## config.mk

```make
export PLATFORM = sky130hd
export DESIGN_NAME = rcc_calendar
export DESIGN_NICKNAME = d
export VERILOG_FILES = /design/src/hw/rcc_pkg.sv /design/src/hw/rcc_calendar.sv
export SDC_FILE = /design/constraint.sdc
export NUM_CORES = 1
export LEC_CHECK = 0
export BUFFER_PORTS_ARGS = -buffer_cell sky130_fd_sc_hd__buf_2
export CORE_ASPECT_RATIO = 1.75
export CORE_MARGIN = 2
export CORE_UTILIZATION = 50
export CTS_BUF_LIST = sky130_fd_sc_hd__clkbuf_4 sky130_fd_sc_hd__clkbuf_8 sky130_fd_sc_hd__clkbuf_16
export CTS_CLUSTER_SIZE = 16
export DETAILED_ROUTE_END_ITERATION = 10
export PLACE_DENSITY = 0.79
export REMOVE_ABC_BUFFERS = 1
export SYNTH_ARGS = -nofsm -noshare
export SYNTH_HDL_FRONTEND = slang
export SYNTH_SLANG_ARGS = --single-unit
```

## constraint.sdc

```tcl
create_clock -name I_CLK -period 9.3 [get_ports I_CLK]
set_input_delay 1.395 -clock I_CLK [delete_from_list [all_inputs] [get_ports I_CLK]]
set_output_delay 1.395 -clock I_CLK [all_outputs]
set_load 0.05 [all_outputs]
```

## src/hw/rcc_pkg.sv

```systemverilog
// package of the calendar counter chain: offsets, layouts, reset values
// assumes byte addresses on a 20-bit register port, 8-bit data
package rcc_pkg;

  // ------------------------------------------------------------
  // register addresses
  // ------------------------------------------------------------
  localparam logic [19:0] ADDR_SEC    = 20'hF_FF92;
  localparam logic [19:0] ADDR_MIN    = 20'hF_FF93;
  localparam logic [19:0] ADDR_HOUR   = 20'hF_FF94;
  localparam logic [19:0] ADDR_WEEK   = 20'hF_FF95;
  localparam logic [19:0] ADDR_DAY    = 20'hF_FF96;
  localparam logic [19:0] ADDR_MONTH  = 20'hF_FF97;
  localparam logic [19:0] ADDR_YEAR   = 20'hF_FF98;
  localparam logic [19:0] ADDR_CTRL0  = 20'hF_FF9D;
  localparam logic [19:0] ADDR_CTRL1  = 20'hF_FF9E;

  // ------------------------------------------------------------
  // counter indices
  // ------------------------------------------------------------
  localparam int NUM_CNT   = 7;
  localparam logic [2:0] IDX_SEC   = 3'h0;
  localparam logic [2:0] IDX_MIN   = 3'h1;
  localparam logic [2:0] IDX_HOUR  = 3'h2;
  localparam logic [2:0] IDX_WEEK  = 3'h3;
  localparam logic [2:0] IDX_DAY   = 3'h4;
  localparam logic [2:0] IDX_MONTH = 3'h5;
  localparam logic [2:0] IDX_YEAR  = 3'h6;

  // ------------------------------------------------------------
  // reset values and implemented bits, year down to seconds
  // ------------------------------------------------------------
  localparam logic [6:0][7:0] CNT_RST  = 56'h00_01_01_00_12_00_00;
  localparam logic [6:0][7:0] CNT_MASK = 56'hFF_1F_3F_07_3F_7F_7F;

  // ------------------------------------------------------------
  // field positions and limits
  // ------------------------------------------------------------
  localparam int BIT_RUN_EN   = 7;
  localparam int BIT_HOUR_FMT = 3;
  localparam int BIT_WAIT_ST  = 1;
  localparam int BIT_WAIT_CTL = 0;
  localparam int BIT_PM       = 5;
  localparam logic [7:0]  MAX_SEC     = 8'h59;
  localparam logic [7:0]  MAX_WEEK    = 8'h06;
  localparam logic [7:0]  MAX_MONTH   = 8'h12;
  localparam logic [7:0]  MAX_YEAR    = 8'h99;
  localparam logic [7:0]  FIRST_ONE   = 8'h01;
  localparam logic [7:0]  ZERO_BYTE   = 8'h00;
  localparam logic [15:0] SUBSEC_DEF  = 16'h7FFF;

  // ------------------------------------------------------------
  // buffered counter write
  // ------------------------------------------------------------
  typedef struct packed {
    logic       valid;
    logic [2:0] idx;
    logic [7:0] data;
  } rcc_wr_t;

endpackage

```

## src/hw/rcc_calendar.sv

```systemverilog
// calendar counter chain: seconds to year, with hour format and wait
// assumes strobes synchronous to I_CLK, one strobe per cycle at most

// Contract
// - seconds run BCD 00..59, step on each sub-second overflow
// - counter writes go via a buffer, live within two cycles
// - writing seconds clears the sub-second counter
// - minutes run BCD 00..59, step when seconds leave 59
// - a counter being written drops its incoming carry
// - hours step on minute wrap, 24h 00..23 or 12h 01..12, 21..32
// - format bit 3 of control zero: 0 is 12-hour, 1 is 24-hour
// - changing the format converts the current hour encoding
// - in 12-hour mode bit 5 marks PM; midnight 12H, noon 32H
// - hour resets to 12H, reads 00H once 24-hour is chosen
// - day steps on hour wrap, up to 31, 30, 29 or 28
// - month length by month number and leap year
// - weekday runs 0..6 and steps with every day advance
// - weekday not derived from date; software loads it
// - month runs BCD 01..12, steps past the last day
// - year runs BCD 00..99, steps on month wrap
// - years divisible by four, 00 included, are leap years
// - reset: day and month 01H; sec, min, week, year 00H
// - wait bit freezes counters; software waits for status 1
// - wait status follows the wait bit within one cycle
// - overflow during wait is held, unless seconds written
module rcc_calendar #(
  parameter logic [15:0] SUBSEC_LIMIT = rcc_pkg::SUBSEC_DEF
) (
  input  wire logic        I_CLK,
  input  wire logic        I_RST,
  input  wire logic [19:0] I_ADDR,
  input  wire logic [7:0]  I_WDATA,
  input  wire logic        I_WR,
  input  wire logic        I_RD,
  output logic      [7:0]  O_RDATA
);

  // ------------------------------------------------------------
  // bcd and calendar functions
  // ------------------------------------------------------------
  function automatic logic [7:0] bcd_inc(input logic [7:0] v);
    logic [7:0] r;
    r = v;
    if (v[3:0] == 4'h9) begin
      r = {4'(v[7:4] + 4'h1), 4'h0};
    end else begin
      r = {v[7:4], 4'(v[3:0] + 4'h1)};
    end
    return r;
  endfunction

  function automatic logic [7:0] bcd_wrap(input logic [7:0] v,
                                          input logic [7:0] top,
                                          input logic [7:0] low);
    return (v == top) ? low : bcd_inc(v);
  endfunction

  function automatic logic [6:0] bcd2bin(input logic [7:0] v);
    return 7'(7'(v[7:4]) * 7'd10 + 7'(v[3:0]));
  endfunction

  function automatic logic [7:0] bin2bcd(input logic [6:0] b);
    return {4'(b / 7'd10), 4'(b % 7'd10)};
  endfunction

  function automatic logic [7:0] to24(input logic [7:0] h);
    logic [6:0] b;
    b = bcd2bin({3'h0, h[4:0]});
    if (b == 7'd12) begin
      b = 7'd0;
    end
    if (h[rcc_pkg::BIT_PM]) begin
      b = 7'(b + 7'd12);
    end
    return bin2bcd(b);
  endfunction

  function automatic logic [7:0] to12(input logic [7:0] h);
    logic [6:0] b;
    logic       pm;
    logic [7:0] d;
    b  = bcd2bin(h);
    pm = (b >= 7'd12);
    b  = 7'(b % 7'd12);
    if (b == 7'd0) begin
      b = 7'd12;
    end
    d  = bin2bcd(b);
    return {2'h0, pm, d[4:0]};
  endfunction

  function automatic logic leap(input logic [7:0] y);
    logic [3:0] u;
    u = y[3:0];
    if (y[4]) begin
      return (u == 4'h2) || (u == 4'h6);
    end
    return (u == 4'h0) || (u == 4'h4) || (u == 4'h8);
  endfunction

  function automatic logic [7:0] last_day(input logic [7:0] m,
                                          input logic [7:0] y);
    logic [7:0] r;
    case (m)
      8'h02: begin
        r = leap(y) ? 8'h29 : 8'h28;
      end
      8'h04, 8'h06, 8'h09, 8'h11: begin
        r = 8'h30;
      end
      default: begin
        r = 8'h31;
      end
    endcase
    return r;
  endfunction

  // ------------------------------------------------------------
  // state
  // ------------------------------------------------------------
  logic [7:0]      cnt_reg [rcc_pkg::NUM_CNT];
  logic [7:0]      cnt_next [rcc_pkg::NUM_CNT];
  logic [15:0]     sub_reg;
  logic [15:0]     sub_next;
  logic            held_reg;
  logic            held_next;
  rcc_pkg::rcc_wr_t buf_reg;
  rcc_pkg::rcc_wr_t buf_next;
  logic            run_reg;
  logic            fmt_reg;
  logic            wait_reg;
  logic            wst_reg;
  logic [7:0]      rdata_reg;
  logic [7:0]      rdata_next;

  // ------------------------------------------------------------
  // address decode
  // ------------------------------------------------------------
  wire logic       hit_sec   = (I_ADDR == rcc_pkg::ADDR_SEC);
  wire logic       hit_min   = (I_ADDR == rcc_pkg::ADDR_MIN);
  wire logic       hit_hour  = (I_ADDR == rcc_pkg::ADDR_HOUR);
  wire logic       hit_week  = (I_ADDR == rcc_pkg::ADDR_WEEK);
  wire logic       hit_day   = (I_ADDR == rcc_pkg::ADDR_DAY);
  wire logic       hit_month = (I_ADDR == rcc_pkg::ADDR_MONTH);
  wire logic       hit_year  = (I_ADDR == rcc_pkg::ADDR_YEAR);
  wire logic       hit_c0    = (I_ADDR == rcc_pkg::ADDR_CTRL0);
  wire logic       hit_c1    = (I_ADDR == rcc_pkg::ADDR_CTRL1);
  wire logic       hit_cnt   = hit_sec | hit_min | hit_hour | hit_week
                             | hit_day | hit_month | hit_year;
  wire logic [2:0] hit_idx   =
      hit_sec   ? rcc_pkg::IDX_SEC   :
      hit_min   ? rcc_pkg::IDX_MIN   :
      hit_hour  ? rcc_pkg::IDX_HOUR  :
      hit_week  ? rcc_pkg::IDX_WEEK  :
      hit_day   ? rcc_pkg::IDX_DAY   :
      hit_month ? rcc_pkg::IDX_MONTH : rcc_pkg::IDX_YEAR;
  wire logic       wr_c0     = I_WR & hit_c0;
  wire logic       wr_c1     = I_WR & hit_c1;

  // ------------------------------------------------------------
  // buffered write landing this cycle
  // ------------------------------------------------------------
  wire logic       land      = buf_reg.valid;
  wire logic       land_sec  = land & (buf_reg.idx == rcc_pkg::IDX_SEC);
  wire logic       land_min  = land & (buf_reg.idx == rcc_pkg::IDX_MIN);
  wire logic       land_hour = land & (buf_reg.idx == rcc_pkg::IDX_HOUR);
  wire logic       land_day  = land & (buf_reg.idx == rcc_pkg::IDX_DAY);
  wire logic       land_mon  = land & (buf_reg.idx == rcc_pkg::IDX_MONTH);

  // ------------------------------------------------------------
  // sub-second counter and held overflow
  // ------------------------------------------------------------
  wire logic       sub_ovf   = run_reg & (sub_reg == SUBSEC_LIMIT);
  wire logic       tick      = run_reg & ~wait_reg
                             & (sub_ovf | held_reg);

  always_comb begin
    sub_next = sub_reg;
    if (land_sec) begin
      sub_next = 16'h0000;
    end else if (sub_ovf) begin
      sub_next = 16'h0000;
    end else if (run_reg) begin
      sub_next = 16'(sub_reg + 16'h0001);
    end
  end

  always_comb begin
    held_next = held_reg;
    if (land_sec) begin
      held_next = 1'b0;
    end else if (sub_ovf & wait_reg) begin
      held_next = 1'b1;
    end else if (tick) begin
      held_next = 1'b0;
    end
  end

  // ------------------------------------------------------------
  // carry chain
  // ------------------------------------------------------------
  wire logic [7:0] sec_v   = cnt_reg[rcc_pkg::IDX_SEC];
  wire logic [7:0] min_v   = cnt_reg[rcc_pkg::IDX_MIN];
  wire logic [7:0] hour_v  = cnt_reg[rcc_pkg::IDX_HOUR];
  wire logic [7:0] week_v  = cnt_reg[rcc_pkg::IDX_WEEK];
  wire logic [7:0] day_v   = cnt_reg[rcc_pkg::IDX_DAY];
  wire logic [7:0] mon_v   = cnt_reg[rcc_pkg::IDX_MONTH];
  wire logic [7:0] year_v  = cnt_reg[rcc_pkg::IDX_YEAR];
  wire logic [7:0] hour24  = fmt_reg ? hour_v : to24(hour_v);
  wire logic [7:0] dim     = last_day(mon_v, year_v);
  wire logic       c_min   = tick & ~land_sec
                           & (sec_v == rcc_pkg::MAX_SEC);
  wire logic       c_hour  = c_min & ~land_min
                           & (min_v == rcc_pkg::MAX_SEC);
  wire logic       c_day   = c_hour & ~land_hour
                           & (hour24 == 8'h23);
  wire logic       c_mon   = c_day & ~land_day & (day_v == dim);
  wire logic       c_year  = c_mon & ~land_mon
                           & (mon_v == rcc_pkg::MAX_MONTH);

  // ------------------------------------------------------------
  // incremented values with wrap
  // ------------------------------------------------------------
  wire logic [7:0] hour24_inc = (hour24 == 8'h23) ? 8'h00
                              : bcd_inc(hour24);
  wire logic [7:0] inc_sec  = bcd_wrap(sec_v, rcc_pkg::MAX_SEC,
                                       rcc_pkg::ZERO_BYTE);
  wire logic [7:0] inc_min  = bcd_wrap(min_v, rcc_pkg::MAX_SEC,
                                       rcc_pkg::ZERO_BYTE);
  wire logic [7:0] inc_hour = fmt_reg ? hour24_inc
                            : to12(hour24_inc);
  wire logic [7:0] inc_week = (week_v == rcc_pkg::MAX_WEEK)
                            ? rcc_pkg::ZERO_BYTE
                            : 8'(week_v + 8'h01);
  wire logic [7:0] inc_day  = bcd_wrap(day_v, dim,
                                       rcc_pkg::FIRST_ONE);
  wire logic [7:0] inc_mon  = bcd_wrap(mon_v, rcc_pkg::MAX_MONTH,
                                       rcc_pkg::FIRST_ONE);
  wire logic [7:0] inc_year = bcd_wrap(year_v, rcc_pkg::MAX_YEAR,
                                       rcc_pkg::ZERO_BYTE);

  // ------------------------------------------------------------
  // hour format change
  // ------------------------------------------------------------
  wire logic       fmt_new  = I_WDATA[rcc_pkg::BIT_HOUR_FMT];
  wire logic       fmt_chg  = wr_c0 & (fmt_new != fmt_reg);
  wire logic [7:0] hour_wr  = buf_reg.data
                            & rcc_pkg::CNT_MASK[rcc_pkg::IDX_HOUR];
  wire logic [7:0] hour_src = land_hour ? hour_wr : hour_v;
  wire logic [7:0] hour_cvt = fmt_new ? to24(hour_src)
                            : to12(hour_src);

  // ------------------------------------------------------------
  // counter next values
  // ------------------------------------------------------------
  wire logic [6:0] carry_in = {c_year, c_mon, c_day, c_day,
                               c_hour, c_min, tick};
  logic [7:0]      inc_val [rcc_pkg::NUM_CNT];
  assign inc_val[rcc_pkg::IDX_SEC]   = inc_sec;
  assign inc_val[rcc_pkg::IDX_MIN]   = inc_min;
  assign inc_val[rcc_pkg::IDX_HOUR]  = inc_hour;
  assign inc_val[rcc_pkg::IDX_WEEK]  = inc_week;
  assign inc_val[rcc_pkg::IDX_DAY]   = inc_day;
  assign inc_val[rcc_pkg::IDX_MONTH] = inc_mon;
  assign inc_val[rcc_pkg::IDX_YEAR]  = inc_year;

  always_comb begin
    for (int i = 0; i < rcc_pkg::NUM_CNT; i++) begin
      if (fmt_chg && (i == int'(rcc_pkg::IDX_HOUR))) begin
        cnt_next[i] = hour_cvt;
      end else if (land && (buf_reg.idx == 3'(i))) begin
        cnt_next[i] = buf_reg.data & rcc_pkg::CNT_MASK[i];
      end else if (carry_in[i]) begin
        cnt_next[i] = inc_val[i];
      end else begin
        cnt_next[i] = cnt_reg[i];
      end
    end
  end

  // ------------------------------------------------------------
  // write buffer and read mux
  // ------------------------------------------------------------
  always_comb begin
    buf_next = '0;
    if (I_WR & hit_cnt) begin
      buf_next.valid = 1'b1;
      buf_next.idx   = hit_idx;
      buf_next.data  = I_WDATA;
    end
  end

  wire logic [7:0] ctrl0_rd = {run_reg, 3'h0, fmt_reg, 3'h0};
  wire logic [7:0] ctrl1_rd = {6'h00, wst_reg, wait_reg};

  always_comb begin
    rdata_next = 8'h00;
    if (I_RD) begin
      if (hit_cnt) begin
        rdata_next = cnt_reg[hit_idx];
      end else if (hit_c0) begin
        rdata_next = ctrl0_rd;
      end else if (hit_c1) begin
        rdata_next = ctrl1_rd;
      end
    end
  end

  assign O_RDATA = rdata_reg;

  // ------------------------------------------------------------
  // registers
  // ------------------------------------------------------------
  always_ff @(posedge I_CLK or posedge I_RST) begin
    if (I_RST) begin
      for (int i = 0; i < rcc_pkg::NUM_CNT; i++) begin
        cnt_reg[i] <= rcc_pkg::CNT_RST[i];
      end
    end else begin
      for (int i = 0; i < rcc_pkg::NUM_CNT; i++) begin
        cnt_reg[i] <= cnt_next[i];
      end
    end
  end

  always_ff @(posedge I_CLK or posedge I_RST) begin
    if (I_RST) begin
      sub_reg  <= 16'h0000;
      held_reg <= 1'b0;
      buf_reg  <= '0;
    end else begin
      sub_reg  <= sub_next;
      held_reg <= held_next;
      buf_reg  <= buf_next;
    end
  end

  always_ff @(posedge I_CLK or posedge I_RST) begin
    if (I_RST) begin
      run_reg <= 1'b0;
      fmt_reg <= 1'b0;
    end else if (wr_c0) begin
      run_reg <= I_WDATA[rcc_pkg::BIT_RUN_EN];
      fmt_reg <= fmt_new;
    end
  end

  always_ff @(posedge I_CLK or posedge I_RST) begin
    if (I_RST) begin
      wait_reg <= 1'b0;
      wst_reg  <= 1'b0;
    end else begin
      if (wr_c1) begin
        wait_reg <= I_WDATA[rcc_pkg::BIT_WAIT_CTL];
      end
      wst_reg <= wait_reg;
    end
  end

  always_ff @(posedge I_CLK or posedge I_RST) begin
    if (I_RST) begin
      rdata_reg <= 8'h00;
    end else begin
      rdata_reg <= rdata_next;
    end
  end

endmodule

```

# Word level (Yosys, flattened, before mapping)
# Index checks and enable logic that the tools add are counted.
[totals] wordCells=236 output_inout_bits=8 n_memories=0 input_bits=32 reg_bits=97 romBits=0 mem_bits_rw=0 latch_bits=0
[op_classes] n_eq_ne=41 order_cmp=3 multipliers=4 div=10 n_reduce_logical=34 muxes=65 n_shift=0 add_sub_neg=20 bitwise=37
[op_table] operator="$mux W8" count=37
[op_table] operator="$eq A20 B20 Y1 const B" count=9
[op_table] operator="$add A4 B1 Y4 const B" count=12
[op_table] operator="$mux W16" count=3
[op_table] operator="$mod A7 B4 Y7 const B" count=6
[op_table] operator="$div A7 B4 Y7 const B" count=4
[op_table] operator="$eq A4 B4 Y1 const B" count=7
[op_table] operator="$mux W7" count=4
[op_table] operator="$bmux W8 S3" count=1
[op_table] operator="$eq A8 B3 Y1 const B" count=3
[op_table] operator="$reduce_bool A3 Y1" count=8
[op_table] operator="$and A1 B1 Y1" count=23
[op_table] operator="$add A16 B1 Y16 const B" count=1
[op_table] operator="$eq A16 B15 Y1 const B" count=1
[op_table] operator="$eq A8 B5 Y1 const B" count=2
[op_table] operator="$eq A8 B7 Y1 const B" count=2
[op_table] operator="$add A7 B4 Y7" count=2
[op_table] operator="$add A7 B4 Y7 const B" count=2
[op_table] operator="$ge A7 B4 Y1 const B" count=2
[op_table] operator="$logic_not A7 Y1" count=2
[op_table] operator="$add A5 B4 Y6" count=2
[op_table] operator="$eq A6 B4 Y1 const B" count=2
[op_table] operator="$mul A4 B3 Y6 const B" count=2
[op_table] operator="$mux W12" count=1
[op_table] operator="29 further kinds" count=76

# Depth between registers and ports, before layout
[depth] depth_word=21 ltp_mapped=46 ltp_nobuf=46

# Least setup slack after synthesis
# No wires, ideal clock.
[synth_timing] path_type="reg2reg" from="register cnt_reg, in the netlist hour_v[4]" to="register cnt_reg, in the netlist hour_v[1]" arrival_ns=8.694 stages_incl_launch_ff=45 setup_time_ns=0.086 n_path_buf=1 slack_ns=0.520 synth_period_minus_slack_ns=8.780 required_time_ns=9.214 path_cell_list="dfstp_2 ha_1 a31o_1 buf_2 o31ai_1 ha_1 nand2_1 o221a_2 ha_1 nor2_1 a211o_1 a221o_1 a31oi_4 nor2_1 ha_1 o21ai_0 o21ai_0 mux2_2 [9 not listed] inv_1 fa_1 nor3b_1 xnor2_1 xor2_1 inv_1 nor4_1 nor2_1 or3_1 a21oi_1 nor4b_2 inv_1 ha_1 o41ai_1 a31oi_1 a22oi_2 and3_1 o31ai_2"
[synth_via] elab_chain_cells=21 elab_cells_between_ends=40 classes_between="8 x add/sub; 4 x mul; 7 x div; 4 x eq/ne; 15 x mux; 2 x reduce/logical"
[synth_rtl] element="start: declaration" line_no="rcc_calendar.sv:121" source="logic [7:0] cnt_reg [rcc_pkg::NUM_CNT];"
[synth_rtl] element="start signal: indexed assignment" line_no="rcc_calendar.sv:317" source="cnt_reg[i] <= rcc_pkg::CNT_RST[i];"
[synth_rtl] element="start signal: indexed assignment" line_no="rcc_calendar.sv:321" source="cnt_reg[i] <= cnt_next[i];"
[synth_rtl] element="$mul A1 B3 Y4" line_no="rcc_calendar.sv:59" source="return 7'(7'(v[7:4]) * 7'd10 + 7'(v[3:0]));"
[synth_rtl] element="$add A5 B4 Y6" line_no="rcc_calendar.sv:59"
[synth_rtl] element="$eq A6 B4 Y1" line_no="rcc_calendar.sv:69" source="if (b == 7'd12) begin"
[synth_rtl] element="$mux W6" line_no="rcc_calendar.sv:69"
[synth_rtl] element="$add A7 B4 Y7" line_no="rcc_calendar.sv:73" source="b = 7'(b + 7'd12);"
[synth_rtl] element="$mux W7" line_no="rcc_calendar.sv:72" source="if (h[rcc_pkg::BIT_PM]) begin"
[synth_rtl] element="$div A7 B4 Y7 / $mod A7 B4 Y7 (equally long branches)" line_no="rcc_calendar.sv:63" source="return {4'(b / 7'd10), 4'(b % 7'd10)};"
[synth_rtl] element="$mux W8" line_no="rcc_calendar.sv:209" source="wire logic [7:0] hour24 = fmt_reg ? hour_v : to24(hour_v);"
[synth_rtl] element="[5 not listed]"
[synth_rtl] element="$mod A7 B4 Y7" line_no="rcc_calendar.sv:84" source="b = 7'(b % 7'd12);"
[synth_rtl] element="$logic_not A7 Y1" line_no="rcc_calendar.sv:85" source="if (b == 7'd0) begin"
[synth_rtl] element="$mux W7" line_no="rcc_calendar.sv:85"
[synth_rtl] element="$mod A7 B4 Y7" line_no="rcc_calendar.sv:63"
[synth_rtl] element="$mux W8" line_no="rcc_calendar.sv:230" source="wire logic [7:0] inc_hour = fmt_reg ? hour24_inc"
[synth_rtl] element="$mux W8" line_no="rcc_calendar.sv:273" source="end else if (carry_in[i]) begin"
[synth_rtl] element="$mux W8" line_no="rcc_calendar.sv:271" source="end else if (land && (buf_reg.idx == 3'(i))) begin"
[synth_rtl] element="$mux W8 (*)" line_no="rcc_calendar.sv:269" source="if (fmt_chg && (i == int'(rcc_pkg::IDX_HOUR))) begin"
# Every way passes the cells marked *; elsewhere a longest branch is shown, timed or not. The select of a mux whose other input is x is not followed.
# A chain may end at the register's enable or synchronous reset.

# Worst setup path after layout
[layout_timing] from="register cnt_reg, in the netlist hour_v[4]" to="register cnt_reg, in the netlist hour_v[2]"
# Same word-level chain as after synthesis.

==> out/summary.log <==
[final_layout] number of flip-flops under the largest register name 16
[final_layout] final cell count without fillers 1421
[placement] final weighted congestion in routability-driven placement 0.954
[critical_path] required time of the critical path 9.55 ns
[final_layout] most common cell after layout, fill and taps aside sky130_fd_sc_hd__nand2_1
[clock_network] Bufs on Longest Clock Path 2
[critical_path] crit start category flip-flop
[grt] number of antenna violations at the first check in global routing 0
[synthesis] number of warnings printed during yosys synthesis 0
[final_layout] net count of the finished layout 1271
[drt] DR iter-0 viols 645
[die] Vert. Die Dim 180 microns
[power_and_ir_drop] Worst VDD drop 0.0966 mV
[critical_path] crit path kind reg2reg
[placement] dpl hpwl 19.4 mm
[clock_network] clock tree from TritonCTS done
[placement] quantity of I/O buffers inserted on ports 39
[critical_path] CP Data Arrival Time 9.13 ns
[synthesis] async set-or-reset flop fraction in the synthesized netlist 1.00
[flow_run] max-capacitance violation count 0
[sta] final setup violation count 0
[drt] WL final 26.0 mm
[final_layout] area used by multi-input combinational logic 0.00615 sq mm
[sta] portion of the clock cycle consumed by the worst path in the final layout 0.955
[die] starting density of the core 0.506
[grt] aggregate global routing overflow 0
[drt] drt pass-1 iters 5
[grt] maximum number of pins on one net before global-route repair 61
[synthesis] number of distinct standard cells referenced by the synthesized netlist 86
[synthesis] share of synthesized area occupied by flip-flops and latches 0.276
[run_status] run status completed
[worst_hold_path] number of stages on the worst hold path 0
[final_layout] share of final-layout standard cells stronger than drive strength 1 0.128
[synthesis] Syn Area/Cell 7.68 sq um
[sta] Clock Skew 0.0106 ns
[die] area of the placeable core 0.0174 sq mm
[synthesis] number of flip-flops and latches in the synthesized netlist 97
[sta] final critical delay including setup and external delays 8.88 ns
[critical_path] reg-to-reg critical path endpoint hour_v[2]
[critical_path] Worst Reg2Reg Path Length in Cells 42
[worst_hold_path] endpoint of the worst hold path wst_reg
[die] Die Outline Area 0.0187 sq mm
[sta] worst hold margin 0.467 ns
[critical_path] CP max FO 6
[sta] number of endpoints with negative hold slack in the final report 0
[sta] final setup TNS 0 ns
[synthesis] synthesized netlist cell count 1146
[synthesis] number of synthesized flops with an enable pin 0
[placement] Post-Place Cells 1397
[drt] detailed-route DRC error count 0
[die] io pins 40
[drt] per-cell routed wire length 18.3 microns
[power_and_ir_drop] Static Leakage 0.00419 uW
[grt] global-route wire length before repair 41.9 mm
[final_layout] filler cell count 1648
[worst_hold_path] path type of the worst min-delay path reg2reg
[final_layout] most frequent cells in the layout sky130_fd_sc_hd__nand2_1, sky130_fd_sc_hd__nor2_1, sky130_fd_sc_hd__dfrtp_1, sky130_fd_sc_hd__o21ai_0, sky130_fd_sc_hd__a21oi_1
[clock_network] buffer type at the clock tree root sky130_fd_sc_hd__clkbuf_16
[synthesis] most instantiated flip-flop cell in the synthesis netlist sky130_fd_sc_hd__dfrtp_1
[sta] worst relative slew slack 0.436
[drt] total number of vias 8981
[synthesis] Mapped Area 0.00880 sq mm
[sta] Max Fclk 0.113 GHz
[clock_network] worst skew pair latency 0.35 ns
[clock_network] Clk pin slew, worst setup/hold paths 0.07 ns
[clock_network] clock sink count 97
[clock_network] clock buffer count from CTS 9
[grt] number of global-route vias before repair 8667
[die] standard-cell rows 64
[critical_path] Setup crit end kind flip-flop
[critical_path] slowest cell on the critical path sky130_fd_sc_hd__dfstp_2
[sta] max-slew violation count 0
[final_layout] antenna diode count 0
[sta] slew at the pin with the worst max-slew slack 0.844 ns
[grt] global router's overall resource usage 0.273
[drt] final antenna-violating net count 0
[worst_hold_path] start point of the worst min-delay path wait_reg
[final_layout] register cell area after layout 0.00243 sq mm
[critical_path] slack of the worst reg-to-reg path 0.42 ns
[drt] via-per-instance ratio 6.32
[final_layout] Layout area overhead 11.8%
[clock_network] CTS H-tree depth 3
[die] Die X 104 microns
[power_and_ir_drop] Power Density 82.3 mW/mm^2
[critical_path] Critical Path Max Stage Delay 0.62 ns
[critical_path] startpoint of the most critical register-to-register path hour_v[4]
[cell families after synthesis]
logic type	Yosys count	share of synthesized area
and+or+nand+nor	490	0.277
AOI/OAI and AO/OA	334	0.249
buffers and inverters	100	0.0431
DFF	97	0.276
adders and majority gates	56	0.0825
xor gates and xnor gates	49	0.0488
muxes	20	0.0237
[worst max path at each step]
stage / endpoint / slack [ns] / from
6_report: hour_v[2] / 0.42 / hour_v[4]
5_1_grt: hour_v[2] / -0.04 / hour_v[4]
4_1_cts: hour_v[1] / 0.10 / hour_v[4]
3_5_place_dp: hour_v[1] / 0.17 / hour_v[4]
3_3_place_gp: hour_v[2] / 0.33 / hour_v[4]
2_1_floorplan: hour_v[1] / 0.50 / hour_v[4]
[critical path: cells and delay by family (launching register included)]
kind / cells / cell delay [ns]
mux: 1 / 0.30
simple gates: 11 / 2.11
xor+xnor: 3 / 0.47
buf+inv: 4 / 0.32
fa+ha+maj: 10 / 2.31
compound gates: 13 / 2.63
flops: 1 / 0.62
[Yosys cell counts (all sizes together), types with 8 or more instances]
cell type	n	area [sq um]
a211oi	23	173
a21o	8	60.1
a21oi	83	415
a31oi	20	140
and2	30	188
and3	13	81.3
clkbuf	43	161
dfrtp	93	2330
ha	50	626
inv	50	188
mux2i	13	130
nand2	146	551
nand2b	13	81.3
nand3	42	210
nand3b	8	60.1
nand4	19	119
nor2	107	402
nor2b	21	131
nor3	36	180
nor4	11	75.1
o211ai	13	97.6
o21a	8	60.1
o21ai	88	440
o22ai	10	62.6
o31ai	12	95.1
or2	8	50.1
or3	9	56.3
xnor2	27	236
xor2	22	193
[cell type report]
type	instances	area share
timing repair buffer	76	0.0493
multi-input combinational	949	0.625
inverter	52	0.0201
clock inverter	7	0.00623
tap	231	0.0294
clock buffer	9	0.0229
sequential	97	0.247
[metrics by stage]
step	util	area [sq um]	setup slack (ns)	power (uW)
final	0.566	9840	0.419	810
after global routing	0.566	9840	-0.0434	835
after CTS	0.554	9620	0.101	817
after detailed placement	0.537	9330	0.170	455
after global placement	0.537	9330	0.330	454
after floorplan	-	8620	0.495	441
[routing by layer]
layer	global-route usage	vias up	part of all wire
met5	0	-	0
met4	0.179	0	0.057
met3	0.0312	105	0.044
met2	0.504	335	0.54
met1	0.288	4298	0.36
li1	-	4243	-
[power by group]
part | internal (uW) | switching (uW) | leakage (uW)
Clock | 187 | 176 | 0.000140
Combinational | 7.62 | 17.1 | 0.00271
Sequential | 422 | 0.00906 | 0.00134
[repair_timing]
| action | CTS | global route |
|---|---|---|
| gates resized for setup | 0 | 32 |
| setup endpoints to repair | 0 | 4 |
| setup buffers | 0 | 8 |
| hold buffers | 0 | 0 |
No activity file was read; power rests on OpenSTA's default activity.
